[src/common/rst_seq_map.svh]
// Constants of the reset and configuration sequencer: clock rate,
// reset and load timing, serial memory link figures, port fields.
// Assumes it is included by bare name wherever a figure is needed.
`ifndef RST_SEQ_MAP_SVH
`define RST_SEQ_MAP_SVH
// ==========================================================
// Clock
`define CLK_PERIOD_NS 8
`define CLK_FREQ_HZ 125000000
// ==========================================================
// Serial memory link
`define SCL_FREQ_HZ 58600
`define SCL_QTR_CYC (`CLK_FREQ_HZ / (`SCL_FREQ_HZ * 4))
`define EE_DEV_ADDR 7'h50
`define EE_START_ADDR 8'h00
`define EE_BYTES 256
// ==========================================================
// Reset and sequence timing
`define T_RST_MIN_NS 1000
`define RST_MIN_CYC ((`T_RST_MIN_NS + `CLK_PERIOD_NS - 1) / `CLK_PERIOD_NS)
`define T_STAB_US 500
`define T_LOAD_MS 50
`define T_REQ_MS 5
// ==========================================================
// Upstream reset effects
`define PRT_WIDTH 4
`define PRT_USB_RST_HI 3
`define PRT_USB_RST_LO 2
`define DEV_ADDR_RESET 7'h00
`define DEV_CFG_NONE 8'h00
`endif

[src/common/rst_seq_pkg.sv]
// Types of the reset and configuration sequencer.
// Assumes nothing of its surroundings; used by scoped name only.
package rst_seq_pkg;
   // ==========================================================
   // Start-up sequence states
   typedef enum logic [4:0] {
      SEQ_HOLD   = 5'h01,
      SEQ_STAB   = 5'h02,
      SEQ_LOAD   = 5'h04,
      SEQ_ATTACH = 5'h08,
      SEQ_RUN    = 5'h10
   } seq_state_t;
   // ==========================================================
   // Serial link engine states
   typedef enum logic [5:0] {
      I2C_IDLE  = 6'h01,
      I2C_START = 6'h02,
      I2C_TX    = 6'h04,
      I2C_RX    = 6'h08,
      I2C_STOP  = 6'h10,
      I2C_DONE  = 6'h20
   } i2c_state_t;
endpackage : rst_seq_pkg

[src/design/eeprom_seq_reader.sv]
// Serial memory reader: master that fetches the configuration image
// with one addressed sequential read.
// Assumes sdaIn is already synchronised and abort is synchronous.
`timescale 1ns/1ns
`include "rst_seq_map.svh"
module eeprom_seq_reader #(
   parameter int QTR_CYC = `SCL_QTR_CYC,
   parameter logic [6:0] DEV_ADDR = `EE_DEV_ADDR,
   parameter int NBYTES = `EE_BYTES,
   localparam int AW = $clog2(NBYTES)
) (
   input wire logic ref_clk,
   input wire logic abort,
   input wire logic start,
   input wire logic sdaIn,
   output logic sclDrvLow,
   output logic sdaDrvLow,
   output logic byteValid,
   output logic [AW-1:0] byteAddr,
   output logic [7:0] byteData,
   output logic done,
   output logic error,
   output logic busy
);
   localparam int DW = $clog2(QTR_CYC);
   rst_seq_pkg::i2c_state_t state_q;
   logic [DW-1:0] div_q;
   logic [1:0] ph_q;
   logic [3:0] bit_q;
   logic [7:0] sh_q;
   logic [1:0] stage_q;
   logic [AW-1:0] cnt_q;
   logic sclHi_q, sdaHi_q, nack_q, err_q, done_q, bv_q;
   logic [7:0] bd_q;
   logic [AW-1:0] ba_q;
   // ==========================================================
   // Quarter-bit timebase and bit decode
   wire tick = (div_q == DW'(QTR_CYC - 1));
   wire lastBit = (bit_q == 4'h8);
   wire lastByte = (cnt_q == AW'(NBYTES - 1));
   wire txLevel = lastBit ? 1'b1 : sh_q[7];
   wire rxLevel = lastBit ? lastByte : 1'b1; // Nack only the final byte
   // Divider idles so every frame starts on a full quarter
   always_ff @(posedge ref_clk) begin
      if (abort || state_q == rst_seq_pkg::I2C_IDLE) div_q <= '0;
      else div_q <= tick ? '0 : div_q + 1'b1;
   end
   // ==========================================================
   // Bus engine: we own the clock and every start and stop
   always_ff @(posedge ref_clk) begin
      bv_q <= 1'b0;
      done_q <= 1'b0;
      if (abort) begin
         state_q <= rst_seq_pkg::I2C_IDLE;
         sclHi_q <= 1'b1;
         sdaHi_q <= 1'b1;
         ph_q <= 2'h0;
         err_q <= 1'b0;
      end else if (state_q == rst_seq_pkg::I2C_IDLE) begin
         if (start) begin
            state_q <= rst_seq_pkg::I2C_START;
            ph_q <= 2'h0;
            stage_q <= 2'h0;
            cnt_q <= '0;
            err_q <= 1'b0;
         end
      end else if (tick) begin
         ph_q <= ph_q + 2'h1;
         case (state_q)
            rst_seq_pkg::I2C_START: begin
               case (ph_q)
                  2'h0: sdaHi_q <= 1'b1;
                  2'h1: sclHi_q <= 1'b1;
                  2'h2: sdaHi_q <= 1'b0;
                  default: begin
                     sclHi_q <= 1'b0;
                     state_q <= rst_seq_pkg::I2C_TX;
                     sh_q <= {DEV_ADDR, stage_q == 2'h2};
                     bit_q <= 4'h0;
                  end
               endcase
            end
            rst_seq_pkg::I2C_TX: begin
               case (ph_q)
                  2'h0: sdaHi_q <= txLevel;
                  2'h1: sclHi_q <= 1'b1;
                  2'h2: nack_q <= sdaIn;
                  default: begin
                     sclHi_q <= 1'b0;
                     bit_q <= bit_q + 4'h1;
                     sh_q <= {sh_q[6:0], 1'b0};
                     if (lastBit && nack_q) begin
                        err_q <= 1'b1;
                        state_q <= rst_seq_pkg::I2C_STOP;
                     end else if (lastBit) begin
                        bit_q <= 4'h0;
                        stage_q <= stage_q + 2'h1;
                        // Address write, word address, restart, then read
                        case (stage_q)
                           2'h0: sh_q <= `EE_START_ADDR;
                           2'h1: state_q <= rst_seq_pkg::I2C_START;
                           default: state_q <= rst_seq_pkg::I2C_RX;
                        endcase
                     end
                  end
               endcase
            end
            rst_seq_pkg::I2C_RX: begin
               case (ph_q)
                  2'h0: sdaHi_q <= rxLevel;
                  2'h1: sclHi_q <= 1'b1;
                  2'h2: if (!lastBit) sh_q <= {sh_q[6:0], sdaIn};
                  default: begin
                     sclHi_q <= 1'b0;
                     bit_q <= bit_q + 4'h1;
                     if (lastBit) begin
                        bv_q <= 1'b1;
                        bd_q <= sh_q;
                        ba_q <= cnt_q;
                        bit_q <= 4'h0;
                        cnt_q <= cnt_q + 1'b1;
                        if (lastByte) state_q <= rst_seq_pkg::I2C_STOP;
                     end
                  end
               endcase
            end
            rst_seq_pkg::I2C_STOP: begin
               case (ph_q)
                  2'h0: sdaHi_q <= 1'b0;
                  2'h1: sclHi_q <= 1'b1;
                  2'h2: sdaHi_q <= 1'b1;
                  default: state_q <= rst_seq_pkg::I2C_DONE;
               endcase
            end
            default: begin
               done_q <= 1'b1;
               state_q <= rst_seq_pkg::I2C_IDLE;
            end
         endcase
      end
   end
   // Open-drain: a high level is released, never driven
   assign sclDrvLow = ~sclHi_q;
   assign sdaDrvLow = ~sdaHi_q;
   assign byteValid = bv_q;
   assign byteAddr = ba_q;
   assign byteData = bd_q;
   assign done = done_q;
   assign error = err_q;
   assign busy = (state_q != rst_seq_pkg::I2C_IDLE);
endmodule : eeprom_seq_reader

[src/design/reset_and_eeprom_config_sequencer.sv]
// Reset and start-up sequencer of a hub and card-reader controller:
// three reset sources, reset effects, configuration load, attach.
// Assumes pins arrive unsynchronised and hub-side strobes on ref_clk.
`timescale 1ns/1ns
`include "rst_seq_map.svh"
module reset_and_eeprom_config_sequencer #(
   parameter int STAB_CYC = `T_STAB_US * 1000 / `CLK_PERIOD_NS,
   parameter int LOAD_MAX_CYC = `T_LOAD_MS * 1000000 / `CLK_PERIOD_NS,
   parameter int REQ_MAX_CYC = `T_REQ_MS * 1000000 / `CLK_PERIOD_NS,
   parameter int CFG_BYTES = `EE_BYTES,
   localparam int AW = $clog2(CFG_BYTES),
   localparam int PW = `PRT_WIDTH
) (
   input wire logic ref_clk,
   input wire logic rst_n,
   input wire logic external_hw_reset_low,
   input wire logic usbBusReset,
   input wire logic defaultCfgSel,
   input wire logic sdaIn,
   output logic sclOut,
   output logic sclOe,
   output logic sdaOut,
   output logic sdaOe,
   output logic cfgWrEn,
   output logic [AW-1:0] cfgWrAddr,
   output logic [7:0] cfgWrData,
   output logic cfgUseDefault,
   output logic cfgLoaded,
   output logic eeError,
   output logic oscEnable,
   output logic pllEnable,
   output logic phyEnable,
   output logic usbAttach,
   output logic coreReset,
   input wire logic [PW-1:0] portPowerReq,
   input wire logic [PW-1:0] portEnableReq,
   output logic [PW-1:0] port_power_switch_ctl,
   output logic [PW-1:0] downstreamPortEn,
   input wire logic setAddrStrobe,
   input wire logic [6:0] setAddrValue,
   input wire logic setConfigStrobe,
   input wire logic [7:0] setConfigValue,
   output logic [6:0] deviceAddress,
   output logic [7:0] deviceConfig,
   input wire logic suspendReq,
   input wire logic resumeReq,
   output logic suspended,
   output logic ttFlush,
   input wire logic hostReqStart,
   input wire logic hostReqDone,
   output logic reqBusy,
   output logic reqForceDone
);
   localparam int CW = $clog2(LOAD_MAX_CYC + 1);
   localparam int RW = $clog2(REQ_MAX_CYC + 1);
   localparam int LW = $clog2(`RST_MIN_CYC + 1);
   // Counter has reached its last cycle; shared by every timer here
   function automatic logic atLimit(input logic [31:0] cnt, input int lim);
      atLimit = (cnt >= 32'(lim - 1));
   endfunction : atLimit

   // ==========================================================
   // Pin synchronisers
   // Bit 0 reset pin, 1 upstream reset, 2 default strap, 3 data line
   logic [3:0] meta_q, sync_q;
   logic usbRstPrev_q;
   always_ff @(posedge ref_clk) begin
      meta_q <= {sdaIn, defaultCfgSel, usbBusReset, external_hw_reset_low};
      sync_q <= meta_q;
   end
   wire pinLow = ~sync_q[0];
   wire usbRstLvl = sync_q[1];
   wire dfltSel = sync_q[2];
   wire sdaSync = sync_q[3];

   // ==========================================================
   // External reset qualification
   logic [LW-1:0] lowCnt_q;
   logic hwRst_q;
   // Shorter pulses float the link but leave the device running
   always_ff @(posedge ref_clk) begin
      if (!rst_n || !pinLow) lowCnt_q <= '0;
      else if (!hwRst_q) lowCnt_q <= lowCnt_q + 1'b1;
   end
   // Power-on reset and a qualified pin reset act alike
   always_ff @(posedge ref_clk) begin
      if (!rst_n) hwRst_q <= 1'b1;
      else if (!pinLow) hwRst_q <= 1'b0;
      else if (atLimit(32'(lowCnt_q), `RST_MIN_CYC)) hwRst_q <= 1'b1;
   end
   wire usbRst = usbRstLvl && !hwRst_q;

   // ==========================================================
   // Start-up sequence
   rst_seq_pkg::seq_state_t state_q;
   logic [CW-1:0] seqCnt_q;
   logic rdStart_q, rdAbort_q, useDflt_q, loaded_q, attach_q, eeErr_q;
   wire rdDone, rdErr, rdValid;
   wire [AW-1:0] rdAddr;
   wire [7:0] rdData;
   wire stabDone = atLimit(32'(seqCnt_q), STAB_CYC);
   wire loadLate = atLimit(32'(seqCnt_q), LOAD_MAX_CYC);
   wire inRun = (state_q == rst_seq_pkg::SEQ_RUN);
   always_ff @(posedge ref_clk) begin
      rdStart_q <= 1'b0;
      rdAbort_q <= 1'b0;
      if (hwRst_q) begin
         state_q <= rst_seq_pkg::SEQ_HOLD;
         seqCnt_q <= '0;
         useDflt_q <= 1'b0;
         loaded_q <= 1'b0;
         attach_q <= 1'b0;
         eeErr_q <= 1'b0;
      end else begin
         seqCnt_q <= seqCnt_q + 1'b1;
         case (state_q)
            rst_seq_pkg::SEQ_HOLD: begin
               state_q <= rst_seq_pkg::SEQ_STAB;
               seqCnt_q <= '0;
            end
            rst_seq_pkg::SEQ_STAB: begin
               // Oscillator and PLL settle before the link moves
               if (stabDone) begin
                  state_q <= rst_seq_pkg::SEQ_LOAD;
                  seqCnt_q <= '0;
                  useDflt_q <= dfltSel;
                  rdStart_q <= !dfltSel;
               end
            end
            rst_seq_pkg::SEQ_LOAD: begin
               if (useDflt_q || rdDone) begin
                  state_q <= rst_seq_pkg::SEQ_ATTACH;
                  // A nacked read has sent its stop; a slow one is cut off below
                  {eeErr_q, useDflt_q} <= {rdErr, useDflt_q || rdErr};
               end else if (loadLate) begin
                  rdAbort_q <= 1'b1;
                  eeErr_q <= 1'b1;
                  useDflt_q <= 1'b1;
                  state_q <= rst_seq_pkg::SEQ_ATTACH;
               end
            end
            rst_seq_pkg::SEQ_ATTACH: begin
               loaded_q <= 1'b1;
               attach_q <= 1'b1;
               state_q <= rst_seq_pkg::SEQ_RUN;
            end
            rst_seq_pkg::SEQ_RUN: seqCnt_q <= '0;
            default: state_q <= rst_seq_pkg::SEQ_HOLD;
         endcase
      end
   end

   // ==========================================================
   // Serial memory reader and pin drive
   wire rdAbortAll = !rst_n || pinLow || rdAbort_q || hwRst_q;
   wire sclLow, sdaLow;
   eeprom_seq_reader #(
      .NBYTES(CFG_BYTES)
   ) u_reader (
      .ref_clk(ref_clk),
      .abort(rdAbortAll),
      .start(rdStart_q),
      .sdaIn(sdaSync),
      .sclDrvLow(sclLow),
      .sdaDrvLow(sdaLow),
      .byteValid(rdValid),
      .byteAddr(rdAddr),
      .byteData(rdData),
      .done(rdDone),
      .error(rdErr),
      .busy()
   );
   // Pin low floats both lines so a programmer can own the memory
   assign sclOut = 1'b0;
   assign sdaOut = 1'b0;
   assign sclOe = sclLow && !pinLow && !hwRst_q;
   assign sdaOe = sdaLow && !pinLow && !hwRst_q;
   // Image bytes only count while a load is really in progress
   assign cfgWrEn = rdValid && (state_q == rst_seq_pkg::SEQ_LOAD);
   assign cfgWrAddr = rdAddr;
   assign cfgWrData = rdData;

   // ==========================================================
   // Clock, transceiver and core reset controls
   logic osc_q, phy_q, core_q;
   always_ff @(posedge ref_clk) begin
      osc_q <= !hwRst_q;
      phy_q <= !hwRst_q;
      core_q <= hwRst_q;
   end
   assign oscEnable = osc_q;
   assign pllEnable = osc_q;
   assign phyEnable = phy_q;
   assign coreReset = core_q;
   assign cfgUseDefault = useDflt_q;
   assign cfgLoaded = loaded_q;
   assign eeError = eeErr_q;
   assign usbAttach = attach_q;

   // ==========================================================
   // Downstream ports
   logic [PW-1:0] pwr_q, pen_q;
   wire [PW-1:0] usbKeep = ~(PW'(3) << `PRT_USB_RST_LO);
   always_ff @(posedge ref_clk) begin
      if (hwRst_q) begin
         pwr_q <= '0;
         pen_q <= '0;
      end else begin
         pwr_q <= portPowerReq & {PW{inRun}} & (usbRst ? usbKeep : {PW{1'b1}});
         pen_q <= portEnableReq & {PW{inRun}};
      end
   end
   assign port_power_switch_ctl = pwr_q;
   assign downstreamPortEn = pen_q;

   // ==========================================================
   // Upstream device state
   logic [6:0] addr_q;
   logic [7:0] cfg_q;
   logic susp_q, flush_q;
   always_ff @(posedge ref_clk) begin
      usbRstPrev_q <= usbRst;
      flush_q <= usbRst && !usbRstPrev_q;
      if (hwRst_q || usbRst) begin
         addr_q <= `DEV_ADDR_RESET;
         cfg_q <= `DEV_CFG_NONE;
         susp_q <= 1'b0;
      end else begin
         if (setAddrStrobe) addr_q <= setAddrValue;
         if (setConfigStrobe) cfg_q <= setConfigValue;
         if (resumeReq) susp_q <= 1'b0;
         else if (suspendReq) susp_q <= 1'b1;
      end
   end
   assign deviceAddress = addr_q;
   assign deviceConfig = cfg_q;
   assign suspended = susp_q;
   assign ttFlush = flush_q;

   // ==========================================================
   // Host request watchdog
   logic [RW-1:0] reqCnt_q;
   logic reqBusy_q, reqForce_q;
   wire reqLate = atLimit(32'(reqCnt_q), REQ_MAX_CYC);
   // A stuck request is closed out rather than left to the host
   always_ff @(posedge ref_clk) begin
      reqForce_q <= 1'b0;
      if (hwRst_q || usbRst) begin
         reqBusy_q <= 1'b0;
         reqCnt_q <= '0;
      end else if (hostReqStart) begin
         reqBusy_q <= 1'b1;
         reqCnt_q <= '0;
      end else if (reqBusy_q) begin
         reqCnt_q <= reqCnt_q + 1'b1;
         if (hostReqDone) reqBusy_q <= 1'b0;
         else if (reqLate) begin
            reqBusy_q <= 1'b0;
            reqForce_q <= 1'b1;
         end
      end
   end
   assign reqBusy = reqBusy_q;
   assign reqForceDone = reqForce_q;
endmodule : reset_and_eeprom_config_sequencer

[config.mk]
export PLATFORM = sky130hd
export DESIGN_NAME = reset_and_eeprom_config_sequencer
export DESIGN_NICKNAME = d
export VERILOG_FILES = /design/src/common/rst_seq_pkg.sv /design/src/design/eeprom_seq_reader.sv /design/src/design/reset_and_eeprom_config_sequencer.sv
export VERILOG_INCLUDE_DIRS = /design/src /design/src/common
export SDC_FILE = /design/constraint.sdc
export NUM_CORES = 1
export LEC_CHECK = 0
export BUFFER_PORTS_ARGS = -buffer_cell sky130_fd_sc_hd__buf_2
export CAP_MARGIN = 25
export CORE_AREA = 2 2 110 112
export DETAILED_ROUTE_END_ITERATION = 6
export DIE_AREA = 0 0 112 114
export PLACE_DENSITY = 0.89
export SETUP_SLACK_MARGIN = 0.2
export SKIP_CTS_REPAIR_TIMING = 1
export SYNTH_ARGS = -nofsm -noshare
export SYNTH_HDL_FRONTEND = slang
export SYNTH_HIERARCHICAL = 1
export SYNTH_SLANG_ARGS = --single-unit
[constraint.sdc]
create_clock -name ref_clk -period 8.76 [get_ports ref_clk]
set_input_delay 1.752 -clock ref_clk [delete_from_list [all_inputs] [get_ports ref_clk]]
set_output_delay 1.752 -clock ref_clk [all_outputs]
set_load 0.02 [all_outputs]
==> metrics <==
largest family of logic cells by synthesized area=simple AND/OR/NAND/NOR gates; footprint of the multi-input gates=0.003161 mm²; dpl ws=5.077 ns; die width=112 µm; clk slew on worst S/H paths=0.06 ns; Pins Over Slew Limit=0; CP max FO=6; Crit path arrival time=2.03 ns; post-synthesis cell area=0.007033 mm²; share of synthesized registers carrying an async set or reset=0; Area contributors post-synth=dfxtp_1, edfxtp_1, nor2_1; Setup TNS Final=0 ns; Initial Utilization=0.6005; Setup Viol. Count Final=0; clock sink count=161; Max Root-Sink Buffers=2; gr busiest metal=met2; worst-skew pair later-pin latency=0.42 ns; Remaining Overflow, GRT=0; gp weighted congestion=0.9778; total power=1.590 mW; Total GRT Usage=0.2250; skew final=0.009005 ns; Post-Synth Adder-Cell Area=0.02846; ant diodes=0; fillcell total=864; Final Hold Vio Count=0; Compound-Gate Fraction of Synth Area=0.08450; TritonCTS buffer count=17; Top FF cell, synth=dfxtp_1; Site Rows=40; Synth Area in Simple Gates=0.2284; HPWL Detailed=9629 µm; Reg area=0.003613 mm²; Distinct cells, synth=70; fmax=0.2643 GHz; largest net degree at the start of global routing=24; CTS Root Buffer Type=clkbuf_16; first-pass GRT wire length=23210 µm; Antenna Violating Nets Remaining=0; Core Region=0.01171 mm²; status=finished, final reports clean; worst slew pin tran=0.9053 ns; EDFF count, synth=39; leakage=3.186 nW; CTS H-Tree Depth=4; CTS tree=done; initial DRC count=374; drt total wl=13880 µm; drt drc=0; Vias/cell=5.644; Area growth syn-to-layout=16.06%; max_slew headroom=0.3918; critical path class=reg2out; hold crit path type=reg2reg; via count=5401; multiplexer area fraction after synthesis=0.02775; RSZ-0062 raised after global routing=no; sequential-to-total area share from yosys stat=0.5138; yosys warns=6; met2 Use GR=0.3859; I/O pins=91; die footprint=0.01277 mm²; max_cap viols=0; cell taking the most area after synthesis=dfxtp_1; pwr/cell area=194.7 mW/mm²; vias in the first global route=5055; Nets=848; drt wl/cell=14.50 µm; syn_area_per_cell=9.823 µm²; VDD IR max=0.2060 mV; Worst Setup End Kind=output pin; xor/xnor share of the synthesized area=0.07846; PortBufs=88; Synth Instances=716; share of cells above drive strength 1=0.1642; crit path time final=3.784 ns; GR met3 Demand/Resource=0.05685; initial antenna violation count=0; Setup crit start kind=register; global-route met1 utilization=0.2710; fin crit share=0.4319; Synth top area share=0.3473; Die Y-Extent=114 µm; drt pass-1 iters=5; required time worst endpoint=7.01 ns; flop-to-flop setup slack=6.12 ns; #FFs+latches synth=161; final setup margin=4.976 ns
[Yosys cell counts (4+ instances only)]
| cell type | count |
|---|---|
| a211oi_1 | 5 |
| a21oi_1 | 17 |
| and2_1 | 14 |
| and3_1 | 17 |
| and4_1 | 8 |
| buf_2 | 4 |
| buf_4 | 6 |
| clkbuf_1 | 16 |
| dfxtp_1 | 122 |
| edfxtp_1 | 39 |
| ha_1 | 16 |
| inv_1 | 30 |
| mux2i_1 | 17 |
| nand2_1 | 28 |
| nand3_1 | 32 |
| nand3b_1 | 4 |
| nand4_1 | 13 |
| nor2_1 | 114 |
| nor2b_1 | 11 |
| nor3_1 | 26 |
| nor4_1 | 15 |
| o211ai_1 | 6 |
| o21ai_0 | 14 |
| o311ai_1 | 4 |
| or3_1 | 7 |
| or4_1 | 4 |
| xnor2_1 | 36 |
| xor2_1 | 27 |
[worst paths after layout]
kind / from / to / depth (start not counted)
setup / recovery: state_q[3] / cfgWrEn / 4
hold / removal: meta_q[1] / sync_q[1] / 0
hold reg to reg: meta_q[1] / sync_q[1] / 0
setup reg to reg: hwRst_q / u_reader/sh_q[1] / 6
[registers in the layout, summed over array words and instances, names as in the netlist, 4 cells and up]
name / flops
deviceAddress: 7
deviceConfig: 8
downstreamPortEn: 4
lowCnt_q: 7
meta_q: 4
port_power_switch_ctl: 4
reqCnt_q: 20
seqCnt_q: 23
state_q: 5
sync_q: 4
u_reader/bit_q: 4
u_reader/byteAddr: 8
u_reader/byteData: 8
u_reader/cnt_q: 8
u_reader/div_q: 10
u_reader/sh_q: 8
u_reader/state_q: 6
[cell type report]
cell class | instances | share of cell area
Inverter | 31 | 0.01426
Clock buffer | 25 | 0.06238
Multi-Input combinational cell | 496 | 0.3872
Sequential cell | 161 | 0.4427
Tap cell | 147 | 0.02253
Clock inverter | 7 | 0.01471
Timing Repair Buffer | 90 | 0.05625
[worst max-delay path: stages (launching register included)]
cell and delay (ns):
dfxtp_1 0.37, nor3_1 0.31, nor3b_1 0.51, and2_1 0.25, buf_2 0.18
[metrics by stage]
step	cell area [µm²]	util	cells	hold WS (ns)
after floorplan	7037	-	717	0.3096
after global placement	7522	0.6423	924	0.3115
after detailed placement	7533	0.6433	925	0.3171
after CTS	8163	0.6970	957	0.3316
after global routing	8163	0.6970	957	0.3342
final	8163	0.6970	957	0.3286
[logic make-up (layout without fill, tap and decap cells)]
group	count (synthesis)	in the layout
buffers and inverters	60	153
and+or+nand+nor	312	312
muxes	19	19
AOI/OAI and AO/OA	84	84
other	1	2
DFF	161	161
xor gates and xnor gates	63	63
adders and majority gates	16	16
[power by group]
group	internal, mW	total, mW	switching (mW)	leakage, nW
logic	0.0178	0.0445	0.0267	1.46
registers	0.764	0.770	0.00562	1.42
clock network	0.492	0.775	0.283	0.305
[layer usage]
metal | up-vias | part of all wire
met2 | 197 | 0.48
met5 | - | 0
met1 | 2494 | 0.43
met4 | 0 | 0.019
li1 | 2684 | -
met3 | 26 | 0.065
[cells in the final DEF, fill, tap and decap left out, drive strengths merged, types with 3 or more instances in the layout]
master / count
a32oi: 3
clkbuf: 25
nand3: 32
a31oi: 3
and2: 14
and3: 17
o311ai: 4
ha: 16
a211oi: 5
buf: 90
edfxtp: 39
a21oi: 17
xor2: 27
o21ai: 17
and4: 9
nand4: 13
bufinv: 3
a21o: 4
nand2: 29
inv: 32
dfxtp: 122
nor2b: 11
mux2i: 18
or4: 4
a211o: 3
nor4: 16
o211ai: 7
nand3b: 4
nor4b: 3
o21a: 3
or3: 7
nor3: 27
xnor2: 36
nor2: 115
Note: power is estimated with default switching activity, not from simulation.
